**src/include/lane_ctl_pkg.sv**
```systemverilog
// constants shared by the lane status and power control ends
package lane_ctl_pkg;
   // device register offsets
   localparam logic [9:0] OFS_LINK_STATUS = 10'h208;
   localparam logic [9:0] OFS_CHANNEL_POWER_DOWN = 10'h209;
   localparam logic [9:0] OFS_EXTRA_LANE_A = 10'h20A;
   localparam logic [9:0] OFS_EXTRA_LANE_B = 10'h20B;
   // link_status fields
   localparam int BIT_LINK_UP = 6;
   localparam int BIT_SYNC_STATUS = 5;
   localparam int BIT_REALIGNED = 4;
   localparam int BIT_LMFC_SET = 3;
   localparam int BIT_PLL_LOCKED = 2;
   // channel_power_down fields
   localparam int BIT_PD_B = 1;
   localparam int BIT_PD_A = 0;
   // extra lane fields
   localparam int BIT_SPARE_SER = 0;
   localparam logic [7:0] RST_REG8 = 8'h00;
   localparam logic [7:0] STATUS_W1C_MASK = 8'h18;
   localparam logic [7:0] CHANNEL_POWER_DOWN_MASK = 8'h03;
   // controller registers, Avalon word addresses
   localparam logic [3:0] CA_CMD = 4'h0;
   localparam logic [3:0] CA_WDATA = 4'h1;
   localparam logic [3:0] CA_RDATA = 4'h2;
   localparam logic [3:0] CA_IRQ_STATUS = 4'h3;
   localparam logic [3:0] CA_IRQ_MASK = 4'h4;
   localparam logic [3:0] CA_ENC = 4'h5;
   // cmd word fields
   localparam int CMD_GO = 31;
   localparam int CMD_WR = 30;
   // irq bits
   localparam int IRQ_DONE = 0;
   localparam int IRQ_REFUSED = 1;
   localparam int IRQ_REALIGN = 2;
   localparam int IRQ_LMFC = 3;
   localparam logic [31:0] RST_WORD = 32'h0000_0000;
endpackage

```
**src/include/lane_ctl_if.sv**
```systemverilog
// register port joining the converter link block and its controller
`timescale 1ns/1ps
interface lane_ctl_if;
   logic req;
   logic wr;
   logic [9:0] addr;
   logic [7:0] wdata;
   logic [7:0] rdata;
   logic ack;
   logic link_encoder_enable;
   modport dev (input req, input wr, input addr, input wdata,
      input link_encoder_enable, output rdata, output ack);
   modport ctl (output req, output wr, output addr, output wdata,
      output link_encoder_enable, input rdata, input ack);
endinterface

```
**src/verilog/link_status_power.sv**
```systemverilog
// status and power register bank of the serial output link
//
// Overview of operation
// - link up shown as read-only status bit
// - status bit mirrors live sync request level
// - sysref clock realignment sets sticky flag
// - first sysref after enable sets flag
// - pll lock shown as read-only bit
// - b power-down stops channel b and bound
// - a power-down stops channel a and bound
// - controller refuses power change while encoder enabled
// - both channels down powers whole link down
// - b off keeps link a running
// - link a extra bits enable lane clocks
// - spare serializer bit adds serializer enables
// - controller changes extra lanes with encoder off
// - extra lanes ignore mode and test selection, which pass straight to lane_mode_o and lane_pattern_o
// - channel power-down overrides extra lane enables
// - serializer n clocked only if lower lanes on
// - link b extra bits behave as link a
//
// Added by the designer: register access over Avalon-MM.
`timescale 1ns/1ps
module link_status_power
   import lane_ctl_pkg::*;
#(
   parameter int LANES = 8
)
(
   // clock and reset
   input wire logic clock_i,
   input wire logic reset_n_i,
   // register port
   lane_ctl_if.dev bus,
   // link events and state
   input wire logic link_up_i,
   input wire logic sync_n_i,
   input wire logic sysref_realign_i,
   input wire logic sysref_event_i,
   input wire logic pll_locked_i,
   input wire logic [3:0] link_mode_select_i,
   input wire logic [3:0] test_pattern_select_i,
   // power and lane controls
   output logic channel_a_on_o,
   output logic channel_b_on_o,
   output logic link_subsystem_on_o,
   output logic link_a_on_o,
   output logic b_samples_valid_o,
   output logic [LANES-1:0] lane_clk_en_a_o,
   output logic [LANES-1:0] lane_clk_en_b_o,
   output logic [LANES-1:0] ser_en_a_o,
   output logic [LANES-1:0] ser_en_b_o,
   output logic [3:0] lane_mode_o,
   output logic [3:0] lane_pattern_o
);
   initial
   begin
      if (LANES != 8)
         $error("lane count must be 8");
   end

   typedef struct packed {
      logic [7:0] pd;
      logic [7:0] xa;
      logic [7:0] xb;
      logic [7:0] rdata;
      logic ack;
      logic armed;
      logic [LANES-1:0] clk_a;
      logic [LANES-1:0] clk_b;
      logic [LANES-1:0] ser_a;
      logic [LANES-1:0] ser_b;
      logic on_a;
      logic on_b;
   } st_t;
   st_t s_r;
   st_t s_nxt;

   logic realigned;
   logic lmfc_set;
   logic wr_status;
   logic lmfc_first;

   assign wr_status = bus.req && bus.wr && !s_r.ack
      && bus.addr == OFS_LINK_STATUS;
   // first sysref while encoder enabled and not yet seen
   assign lmfc_first = sysref_event_i && bus.link_encoder_enable
      && s_r.armed;

   sticky_flag u_realign
   (
      .clock_i(clock_i),
      .reset_n_i(reset_n_i),
      .set_i(sysref_realign_i),
      .clear_i(wr_status && bus.wdata[BIT_REALIGNED]),
      .flag_o(realigned)
   );
   sticky_flag u_lmfc
   (
      .clock_i(clock_i),
      .reset_n_i(reset_n_i),
      .set_i(lmfc_first),
      .clear_i(wr_status && bus.wdata[BIT_LMFC_SET]),
      .flag_o(lmfc_set)
   );

   // lane n gets a clock only while lanes 0..n-1 also run
   function automatic logic [LANES-1:0] chain(input logic [LANES-1:0] en);
      logic [LANES-1:0] c;
      c = '0;
      c[0] = en[0];
      for (int n = 1; n < LANES; n++)
         c[n] = en[n] && c[n-1];
      return c;
   endfunction

   always_comb
   begin
      logic [7:0] stat;
      logic both_down;
      logic [LANES-1:0] need;
      logic [LANES-1:0] ea;
      logic [LANES-1:0] eb;
      stat = '0;
      both_down = 1'b0;
      need = '0;
      ea = '0;
      eb = '0;
      s_nxt = s_r;
      s_nxt.ack = 1'b0;
      stat[BIT_LINK_UP] = link_up_i;
      stat[BIT_SYNC_STATUS] = sync_n_i;
      stat[BIT_REALIGNED] = realigned;
      stat[BIT_LMFC_SET] = lmfc_set;
      stat[BIT_PLL_LOCKED] = pll_locked_i;
      if (!bus.link_encoder_enable)
         s_nxt.armed = 1'b1;
      else if (sysref_event_i)
         s_nxt.armed = 1'b0;
      if (bus.req && !s_r.ack)
      begin
         s_nxt.ack = 1'b1;
         s_nxt.rdata = '0;
         case (bus.addr)
            OFS_LINK_STATUS:
               s_nxt.rdata = stat;
            OFS_CHANNEL_POWER_DOWN:
            begin
               s_nxt.rdata = s_r.pd;
               if (bus.wr)
                  s_nxt.pd = bus.wdata;
            end
            OFS_EXTRA_LANE_A:
            begin
               s_nxt.rdata = s_r.xa;
               if (bus.wr)
                  s_nxt.xa = bus.wdata;
            end
            OFS_EXTRA_LANE_B:
            begin
               s_nxt.rdata = s_r.xb;
               if (bus.wr)
                  s_nxt.xb = bus.wdata;
            end
            default:
               s_nxt.rdata = '0;
         endcase
      end
      s_nxt.on_a = !s_r.pd[BIT_PD_A];
      s_nxt.on_b = !s_r.pd[BIT_PD_B];
      both_down = s_r.pd[BIT_PD_A] && s_r.pd[BIT_PD_B];
      // lane 0 is always part of a running link; mode needs no more here
      need = '0;
      need[0] = 1'b1;
      ea = need | {s_r.xa[7:1], 1'b0};
      eb = need | {s_r.xb[7:1], 1'b0};
      // power-down wins over extra lane enables
      if (both_down || s_r.pd[BIT_PD_A])
         ea = '0;
      if (both_down || s_r.pd[BIT_PD_B])
         eb = '0;
      s_nxt.clk_a = chain(ea);
      s_nxt.clk_b = chain(eb);
      s_nxt.ser_a = s_r.xa[BIT_SPARE_SER] ? s_nxt.clk_a
         : (s_nxt.clk_a & need);
      s_nxt.ser_b = s_r.xb[BIT_SPARE_SER] ? s_nxt.clk_b
         : (s_nxt.clk_b & need);
   end

   always_ff @(posedge clock_i or negedge reset_n_i)
   begin
      if (!reset_n_i)
      begin
         s_r <= '0;
         s_r.pd <= RST_REG8;
         s_r.xa <= RST_REG8;
         s_r.xb <= RST_REG8;
         s_r.armed <= 1'b1;
      end
      else
         s_r <= s_nxt;
   end

   assign bus.rdata = s_r.rdata;
   assign bus.ack = s_r.ack;
   assign channel_a_on_o = s_r.on_a;
   assign channel_b_on_o = s_r.on_b;
   assign link_subsystem_on_o = s_r.on_a || s_r.on_b;
   // link a carries on when only b is off
   assign link_a_on_o = s_r.on_a;
   assign b_samples_valid_o = s_r.on_b;
   assign lane_clk_en_a_o = s_r.clk_a;
   assign lane_clk_en_b_o = s_r.clk_b;
   assign ser_en_a_o = s_r.ser_a;
   assign ser_en_b_o = s_r.ser_b;
   assign lane_mode_o = link_mode_select_i;
   assign lane_pattern_o = test_pattern_select_i;
endmodule

```
**src/verilog/sticky_flag.sv**
```systemverilog
// sticky flag, set by hardware, cleared by writing one
`timescale 1ns/1ps
module sticky_flag
(
   // clock and reset
   input wire logic clock_i,
   input wire logic reset_n_i,
   // set and clear
   input wire logic set_i,
   input wire logic clear_i,
   output logic flag_o
);
   typedef struct packed {logic flag;} st_t;
   st_t s_r;
   st_t s_nxt;
   always_comb
   begin
      s_nxt = s_r;
      if (clear_i)
         s_nxt.flag = 1'b0;
      // a set arriving with the clear is kept
      if (set_i)
         s_nxt.flag = 1'b1;
   end
   always_ff @(posedge clock_i or negedge reset_n_i)
   begin
      if (!reset_n_i)
         s_r <= '0;
      else
         s_r <= s_nxt;
   end
   assign flag_o = s_r.flag;
endmodule

```
**src/flat_wrapper.sv**
```systemverilog
// flat-port wrapper written by rule: the top's interface ports become plain ports
module link_status_power_flat import lane_ctl_pkg::*;
#(
   parameter int LANES = 8
)
  (clock_i, reset_n_i, link_up_i, sync_n_i, sysref_realign_i, sysref_event_i, pll_locked_i, link_mode_select_i, test_pattern_select_i, channel_a_on_o, channel_b_on_o, link_subsystem_on_o, link_a_on_o, b_samples_valid_o, lane_clk_en_a_o, lane_clk_en_b_o, ser_en_a_o, ser_en_b_o, lane_mode_o, lane_pattern_o, bus_req, bus_wr, bus_addr, bus_wdata, bus_link_encoder_enable, bus_rdata, bus_ack);
  lane_ctl_if bus_i ();
  input wire logic clock_i;
  input wire logic reset_n_i;
  input wire logic link_up_i;
  input wire logic sync_n_i;
  input wire logic sysref_realign_i;
  input wire logic sysref_event_i;
  input wire logic pll_locked_i;
  input wire logic [3:0] link_mode_select_i;
  input wire logic [3:0] test_pattern_select_i;
  output logic channel_a_on_o;
  output logic channel_b_on_o;
  output logic link_subsystem_on_o;
  output logic link_a_on_o;
  output logic b_samples_valid_o;
  output logic [LANES-1:0] lane_clk_en_a_o;
  output logic [LANES-1:0] lane_clk_en_b_o;
  output logic [LANES-1:0] ser_en_a_o;
  output logic [LANES-1:0] ser_en_b_o;
  output logic [3:0] lane_mode_o;
  output logic [3:0] lane_pattern_o;
  input wire logic [$bits(bus_i.req)-1:0] bus_req;
  input wire logic [$bits(bus_i.wr)-1:0] bus_wr;
  input wire logic [$bits(bus_i.addr)-1:0] bus_addr;
  input wire logic [$bits(bus_i.wdata)-1:0] bus_wdata;
  input wire logic [$bits(bus_i.link_encoder_enable)-1:0] bus_link_encoder_enable;
  output wire logic [$bits(bus_i.rdata)-1:0] bus_rdata;
  output wire logic [$bits(bus_i.ack)-1:0] bus_ack;
  assign bus_i.req = bus_req;
  assign bus_i.wr = bus_wr;
  assign bus_i.addr = bus_addr;
  assign bus_i.wdata = bus_wdata;
  assign bus_i.link_encoder_enable = bus_link_encoder_enable;
  assign bus_rdata = bus_i.rdata;
  assign bus_ack = bus_i.ack;
  link_status_power #(.LANES(LANES)) u_core (.clock_i(clock_i), .reset_n_i(reset_n_i), .bus(bus_i), .link_up_i(link_up_i), .sync_n_i(sync_n_i), .sysref_realign_i(sysref_realign_i), .sysref_event_i(sysref_event_i), .pll_locked_i(pll_locked_i), .link_mode_select_i(link_mode_select_i), .test_pattern_select_i(test_pattern_select_i), .channel_a_on_o(channel_a_on_o), .channel_b_on_o(channel_b_on_o), .link_subsystem_on_o(link_subsystem_on_o), .link_a_on_o(link_a_on_o), .b_samples_valid_o(b_samples_valid_o), .lane_clk_en_a_o(lane_clk_en_a_o), .lane_clk_en_b_o(lane_clk_en_b_o), .ser_en_a_o(ser_en_a_o), .ser_en_b_o(ser_en_b_o), .lane_mode_o(lane_mode_o), .lane_pattern_o(lane_pattern_o));
endmodule
```
**config.mk**
```make
export PLATFORM = sky130hd
export DESIGN_NAME = link_status_power_flat
export DESIGN_NICKNAME = d
export VERILOG_FILES = /design/src/include/lane_ctl_pkg.sv /design/src/include/lane_ctl_if.sv /design/src/verilog/link_status_power.sv /design/src/verilog/sticky_flag.sv /design/src/flat_wrapper.sv
export SDC_FILE = /design/constraint.sdc
export NUM_CORES = 1
export LEC_CHECK = 0
export BUFFER_PORTS_ARGS = -buffer_cell sky130_fd_sc_hd__buf_2
export CORE_MARGIN = 3
export CORE_UTILIZATION = 45
export CTS_BUF_LIST = sky130_fd_sc_hd__clkbuf_4
export CTS_CLUSTER_SIZE = 8
export DETAILED_ROUTE_END_ITERATION = 10
export PLACE_DENSITY = 0.71
export SYNTH_ARGS = -nofsm -noshare
export SYNTH_HDL_FRONTEND = slang
export SYNTH_SLANG_ARGS = --single-unit
```
**constraint.sdc**
```tcl
create_clock -name clock_i -period 2.97 [get_ports clock_i]
set_input_delay 0.1485 -clock clock_i [delete_from_list [all_inputs] [get_ports clock_i]]
set_output_delay 0.1485 -clock clock_i [all_outputs]
set_load 0.01 [all_outputs]
```
==> results of run 1 <==
-- kinds of logic (layout without fill, tap and decap cells) --
family	Yosys count	in the layout
buffers and inverters	60	103
AND/OR/NAND/NOR	50	50
AO/OA/AOI/OAI	14	14
multiplexers	32	32
flip-flops	68	68
-- final cells by class --
type	count	area, um^2
Fill cell	593	3170
Sequential cell	68	1700
Multi-Input combinational cell	96	891
Timing Repair Buffer	81	440
Tap cell	77	96.3
Clock buffer	11	82.6
Inverter	6	22.5
Clock inverter	5	18.8
-- per-layer routing --
layer	part of all wire, %	wire [um]
met5	0	0
met1	43	2420
met2	49	2740
met3	6.0	336
met4	1.9	105
-- placed cells by master (no fill, tap or decap), types with 4 or more instances in the layout --
cell type / Yosys / final
dfrtp_1: 67 / 67
a22o_1: 5 / 5
clkbuf_4: 0 / 11
and3_1: 12 / 12
o21ai_0: 4 / 4
and2_1: 11 / 11
dlygate4sd3_1: 0 / 6
clkinv_1: 0 / 5
buf_2: 0 / 73
nand4_1: 4 / 4
inv_1: 6 / 6
mux2_2: 27 / 27
nor2b_1: 5 / 5
mux4_2: 5 / 5
-- worst max path at each step --
stage / to / slack, ps
after floorplan: u_core.s_r[52] / 1310
after global placement: u_core.s_r[58] / 1070
after detailed placement: u_core.s_r[55] / 1040
after CTS: u_core.bus.rdata[6] / 1180
after global routing: u_core.bus.rdata[5] / 1060
final: u_core.s_r[65] / 1190
-- registers in the layout (all words and copies together), names as in the netlist --
name,flops
u_core.u_lmfc.flag_o,1
u_core.bus.rdata,8
u_core.u_realign.flag_o,1
u_core.ser_en_b_o,7
u_core.channel_a_on_o,1
u_core.s_r,25
u_core.lane_clk_en_b_o,8
u_core.b_samples_valid_o,1
u_core.lane_clk_en_a_o,8
u_core.ser_en_a_o,7
u_core.bus.ack,1
-- power by group through the flow --
| stage | logic (uW) | clock network (uW) | registers, uW |
|---|---|---|---|
| detailed placement | 77.6 | 0 | 952 |
| floorplan | 39.9 | 0 | 951 |
| CTS | 83.2 | 482 | 934 |
| global route | 92.2 | 530 | 935 |
| finish | 82.5 | 462 | 934 |
| global placement | 75.9 | 0 | 952 |
-- stage by stage --
step                      power (uW)  hold WS [ps]  std cells  area [um^2]  setup slack (ps)
final                           1480          17.9        344         3250              1190
after global placement          1030           277        322         3090              1070
after detailed placement        1030           268        322         3090              1040
after floorplan                  991          -147        224         3010              1310
after global routing            1560          8.87        344         3250              1060
after CTS                       1500          1.87        343         3240              1180
==> reports/results.ini, run 1 <==
[critical_path]
worst_ep_arrival_time_ps=2060
slowest_stage=mux2_2
critical_path.max_stage_delay_ps=460
path_depth=3
r2r_end=u_core.s_r[65]
crit_required_ps=3250
end_kind=flip-flop
startpoint=u_core.bus.ack
path_buf_inv=0
crit_type=reg2reg
r2r_start=u_core.bus.ack
critPathLaunchType=flip-flop
cp_top_family=simple AND/OR/NAND/NOR gates
path_max_fanout=8
path_cells=and4bb_2, nand4_1, mux2_2
worst-r2r-setup-slack_ps=1190
reg2regPathDepth=3

[cts]
clk_latency_ps=390
clockBufferDepth=2
clkSlewWorstSetupHoldPaths_ps=100
ctsHtreeMaxLevel=3
cts_resized=0
cts_setup_buffers=0
root_buffer=clkbuf_4
cts_tree=yes
cts_hold_buf=5
cts_sinks=68
cts_buffers=9

[die]
die_w_um=87.8
die_area_mm2=0.00771
die_h_um=87.8
core_area_mm2=0.00642
num_rows=29
pin_count=90
initial_core_util_pct=46.9

[detailed_routing]
first_pass_iters=4
drt_iter0_drc=96
via_per_inst=5.14
routed_wirelength_mm=5.60
drc=0
post_drt_wl_per_cell_um=16.3
postRouteAntennaNets=0
num_vias=1767

[sta]
timing.final.crit_share_pct=60.1
maxSlewViolCount=0
max_slew.worst_pin.slew_ps=781
fin_crit_ps=1780
timing.fmax_mhz=560
slew-limit-headroom_pct=48.0
fin_skew_ps=10.6
setup-violations-final=0
setup_tns_ps=0
hold_viol_final=0
rsz0062_at_grt=no

[synthesis]
synth-adder-area-share_pct=0
synth-seq-cells=68
yosysWarningCount=0
synth_common_cells=67 x dfrtp_1, 51 x buf_4, 27 x mux2_2
synth_nets=260
seq_area_frac_synth_pct=56.6
synthSimpleGateAreaFrac_pct=12.3
synth_area_mm2=0.00301
synth_xor_area_share_pct=0
yosysMostFrequentCell=dfrtp_1
synth_cell_types=29
synthMuxAreaShare_pct=13.8
ys_async_sr_fraction_pct=100
synth_top_family_by_area=buffers and inverters
synth_compound_area_share_pct=3.45
synth_top_area_cell=dfrtp_1
synth_area_leaders=dfrtp_1 56%, buf_4 13%, mux2_2 10%
syn_inst=224
ys.flop_type=dfrtp_1
syn_avg_cell_area_um2=13.4
synth_edf_count=0
yosys.area.top_type_share_pct=55.7

[global_route]
grt.busiest_layer=met2
grt_use_met3_pct=3.67
grt_use_total_pct=15.4
grt_overflow=0
grt_pass1_wl_mm=8.83
grt_pass1_vias=1801
use_met1_pct=20.0
groute.layer.met2.usage_pct=24.3
grt_max_degree=37
antenna_found_initial=0

[power_and_ir_drop]
power.leakage_uw=0.00174
irDropWorstVdd_uv=155
clkPwrFrac_pct=31.2
seqPwrFrac_pct=63.2
net-switching-power_uw=334
power.internal_uw=1140
p_per_area_mw_per_mm2=454
switching_share_pct=22.6
share_comb_of_total_power_pct=5.6

[flow_run]
drv_cap=0

[min_path]
hold_path.class=in2reg
holdPathEnd=u_core.s_r[52]
holdCritStartpoint=bus_wdata[0]
hold_path_depth=2

[layout]
drive_gt1_share_pct=46.8
final_net_count=298
area_growth_pct=8.10
diodes=0
fin_util_pct=50.7

[place]
gp_congestion=0.757
numPortBuffers=73
hpwl_mm=4.15

[outcome]
outcome=finished clean

Power figures use the tool's default switching activity.
==> run 2, diff against run 1 <==
- ABC_AREA: not set -> 1
- PLACE_DENSITY: 0.71 -> 0.73
- clock period: 2.97 -> 1.4 ns (I/O delays scaled with it)
==> run 2 against run 1 <==
Effect of this change: clock skew grew 3.6 ps; first-iteration DRC count grew 17%; sequential power grew 110%; sequential share of layout area shrank 8.0 points; global-route usage grew 1.3 points; non-clock buffer count grew 26; synthesized area grew 8.4%; worst hold slack gained 22 ps; final area grew 18%; die area grew 7.8%; synthesized cell count grew 50%; core utilization grew 4.9 points; critical endpoint is now u_core.s_r[34]; largest power group unchanged.
==> reports/results.ini, run 2 <==
[detailed_routing]
num_vias=2268
drc=0
first_pass_iters=4
drt_iter0_drc=112
postRouteAntennaNets=0
routed_wirelength_mm=6.55
via_per_inst=4.55
post_drt_wl_per_cell_um=13.1

[critical_path]
critPathLaunchType=flip-flop
r2r_start=u_core.s_r[34]
crit_type=reg2reg
path_max_fanout=2
worst_ep_arrival_time_ps=1690
crit_required_ps=1760
end_kind=flip-flop
worst-r2r-setup-slack_ps=80
r2r_end=u_core.s_r[34]
reg2regPathDepth=3

[flow_run]
drv_cap=0

[synthesis]
synth_xor_area_share_pct=0
ys_async_sr_fraction_pct=100
synth-seq-cells=68
synthSimpleGateAreaFrac_pct=22.5
synth_nets=371
seq_area_frac_synth_pct=52.2
yosysWarningCount=0
yosysMostFrequentCell=dfrtp_1
synth_edf_count=0
synth_top_area_cell=dfrtp_1
synth-adder-area-share_pct=0
ys.flop_type=dfrtp_1
synth_area_leaders=dfrtp_1 51%, buf_4 12%, nand2_1 7.2%
synth_top_family_by_area=simple AND/OR/NAND/NOR gates
synth_common_cells=67 x dfrtp_1, 63 x nand2_1, 51 x buf_4
syn_inst=335
synth_compound_area_share_pct=7.55
synthMuxAreaShare_pct=0
yosys.area.top_type_share_pct=51.4
synth_cell_types=25
syn_avg_cell_area_um2=9.74
synth_area_mm2=0.00326

[sta]
timing.fmax_mhz=757
maxSlewViolCount=0
hold_viol_final=0
max_slew.worst_pin.slew_ps=350
rsz0062_at_grt=yes
timing.final.crit_share_pct=94.4
hold_ws_ps=40.2
slew-limit-headroom_pct=76.7
fin_skew_ps=14.2
setup-violations-final=0
fin_crit_ps=1320
setup_ws_ps=78.8
setup_tns_ps=0

[layout]
final_cell_mix=73 x buf_2, 67 x dfrtp_1, 61 x nand2_1
top_register=u_core.s_r
area_growth_pct=17.6
final_net_count=433
diodes=0
largest_reg_flops=25
layout_commonest_cell=buf_2
drive_gt1_share_pct=37.6
fill_cells=674

[die]
pin_count=90
num_rows=30
die_area_mm2=0.00831
die_h_um=91.2
initial_core_util_pct=47.3
core_area_mm2=0.00691
die_w_um=91.2

[global_route]
grt.busiest_layer=met2
grt_pass1_wl_mm=10.8
grt_use_met3_pct=4.64
grt_pass1_vias=2175
grt_overflow=0
antenna_found_initial=0
groute.layer.met2.usage_pct=26.4
grt_max_degree=69
use_met1_pct=21.8
grt_use_total_pct=16.7

[cts]
cts_sinks=68
cts_tree=yes
clockBufferDepth=2
ctsHtreeMaxLevel=3
cts_buffers=9
clk_latency_ps=410
clkSlewWorstSetupHoldPaths_ps=120
root_buffer=clkbuf_4

[power_and_ir_drop]
p_per_area_mw_per_mm2=1050
irDropWorstVdd_uv=514
power.leakage_uw=0.00228

[outcome]
outcome=finished clean

[place]
hpwl_mm=4.66
numPortBuffers=73
dp_slack_ps=5.77
gp_congestion=0.837

[min_path]
holdPathEnd=u_core.bus.rdata[5]
hold_path.class=in2reg
holdCritStartpoint=sync_n_i
hold_path_depth=5

==> run 2: cell count changes in the layout (fill, tap and decap cells not counted), sizes merged, moves of 18 or more <==
cell,delta
nand2,+68
nor2,+31
inv,+30
mux2,-27
nand3,+25
buf,+19
o21ai,+18
==> run 2: per-layer routing <==
layer	vias up	wire length, um
li1	1132	-
met1	1053	2990
met2	72	3080
met3	11	380
met4	0	99
met5	-	0
==> run 2: stage by stage <==
stage               cells  total power (uW)  util [%]  cell area, um^2
floorplan             335              2120         -             3260
global placement      457              2220      49.2             3400
detailed placement    457              2220      49.2             3400
CTS                   491              4060      54.7             3770
global route          498              4180      55.6             3840
finish                498              4040      55.6             3840
==> run 2: critical path: stages, from the launching register on <==
cell and delay, ps:
dfstp_2 550, inv_1 30, o21ai_0 120, dlygate4sd3_1 570
==> run 2: worst max-delay path by stage <==
stage | slack (ps) | from | end | cells after the start
global placement | 60 | bus_addr[7] | u_core.s_r[44] | 7
global route | -5 | u_core.s_r[61] | u_core.ser_en_b_o[7] | 9
floorplan | 50 | u_core.bus.ack | u_core.s_r[52] | 6
finish | 80 | u_core.s_r[34] | u_core.s_r[34] | 3
detailed placement | 6 | bus_addr[7] | u_core.s_r[44] | 7
CTS | 40 | u_core.s_r[61] | u_core.ser_en_b_o[7] | 9
==> run 2: power by group <==
part | switching, uW | internal [uW]
sequential | 7.87 | 1980
clock | 736 | 1080
combinational | 143 | 95.7
==> run 2: repair_timing <==
action	CTS	global route
pin swaps	1	2
hold endpoints to repair	88	0
resized for setup	0	4
setup buffers	5	7
setup endpoints to repair	1	15
hold buffers	13	0
==> run 2: logic make-up (layout without fill, tap and decap cells) <==
group / count (synthesis) / in the layout
buffers and inverters: 93 / 160
and+or+nand+nor: 141 / 141
DFF: 68 / 68
AOI/OAI and AO/OA: 33 / 33
==> run 2: layout make-up <==
type                            count  area [um^2]  area share [%]
Clock buffer                        9         67.6            1.76
Tap cell                           96          120            3.13
Multi-Input combinational cell    174          993            25.9
Sequential cell                    68         1700            44.3
Clock inverter                      7          139            3.62
Inverter                           37          139            3.62
Timing Repair Buffer              107          678            17.7
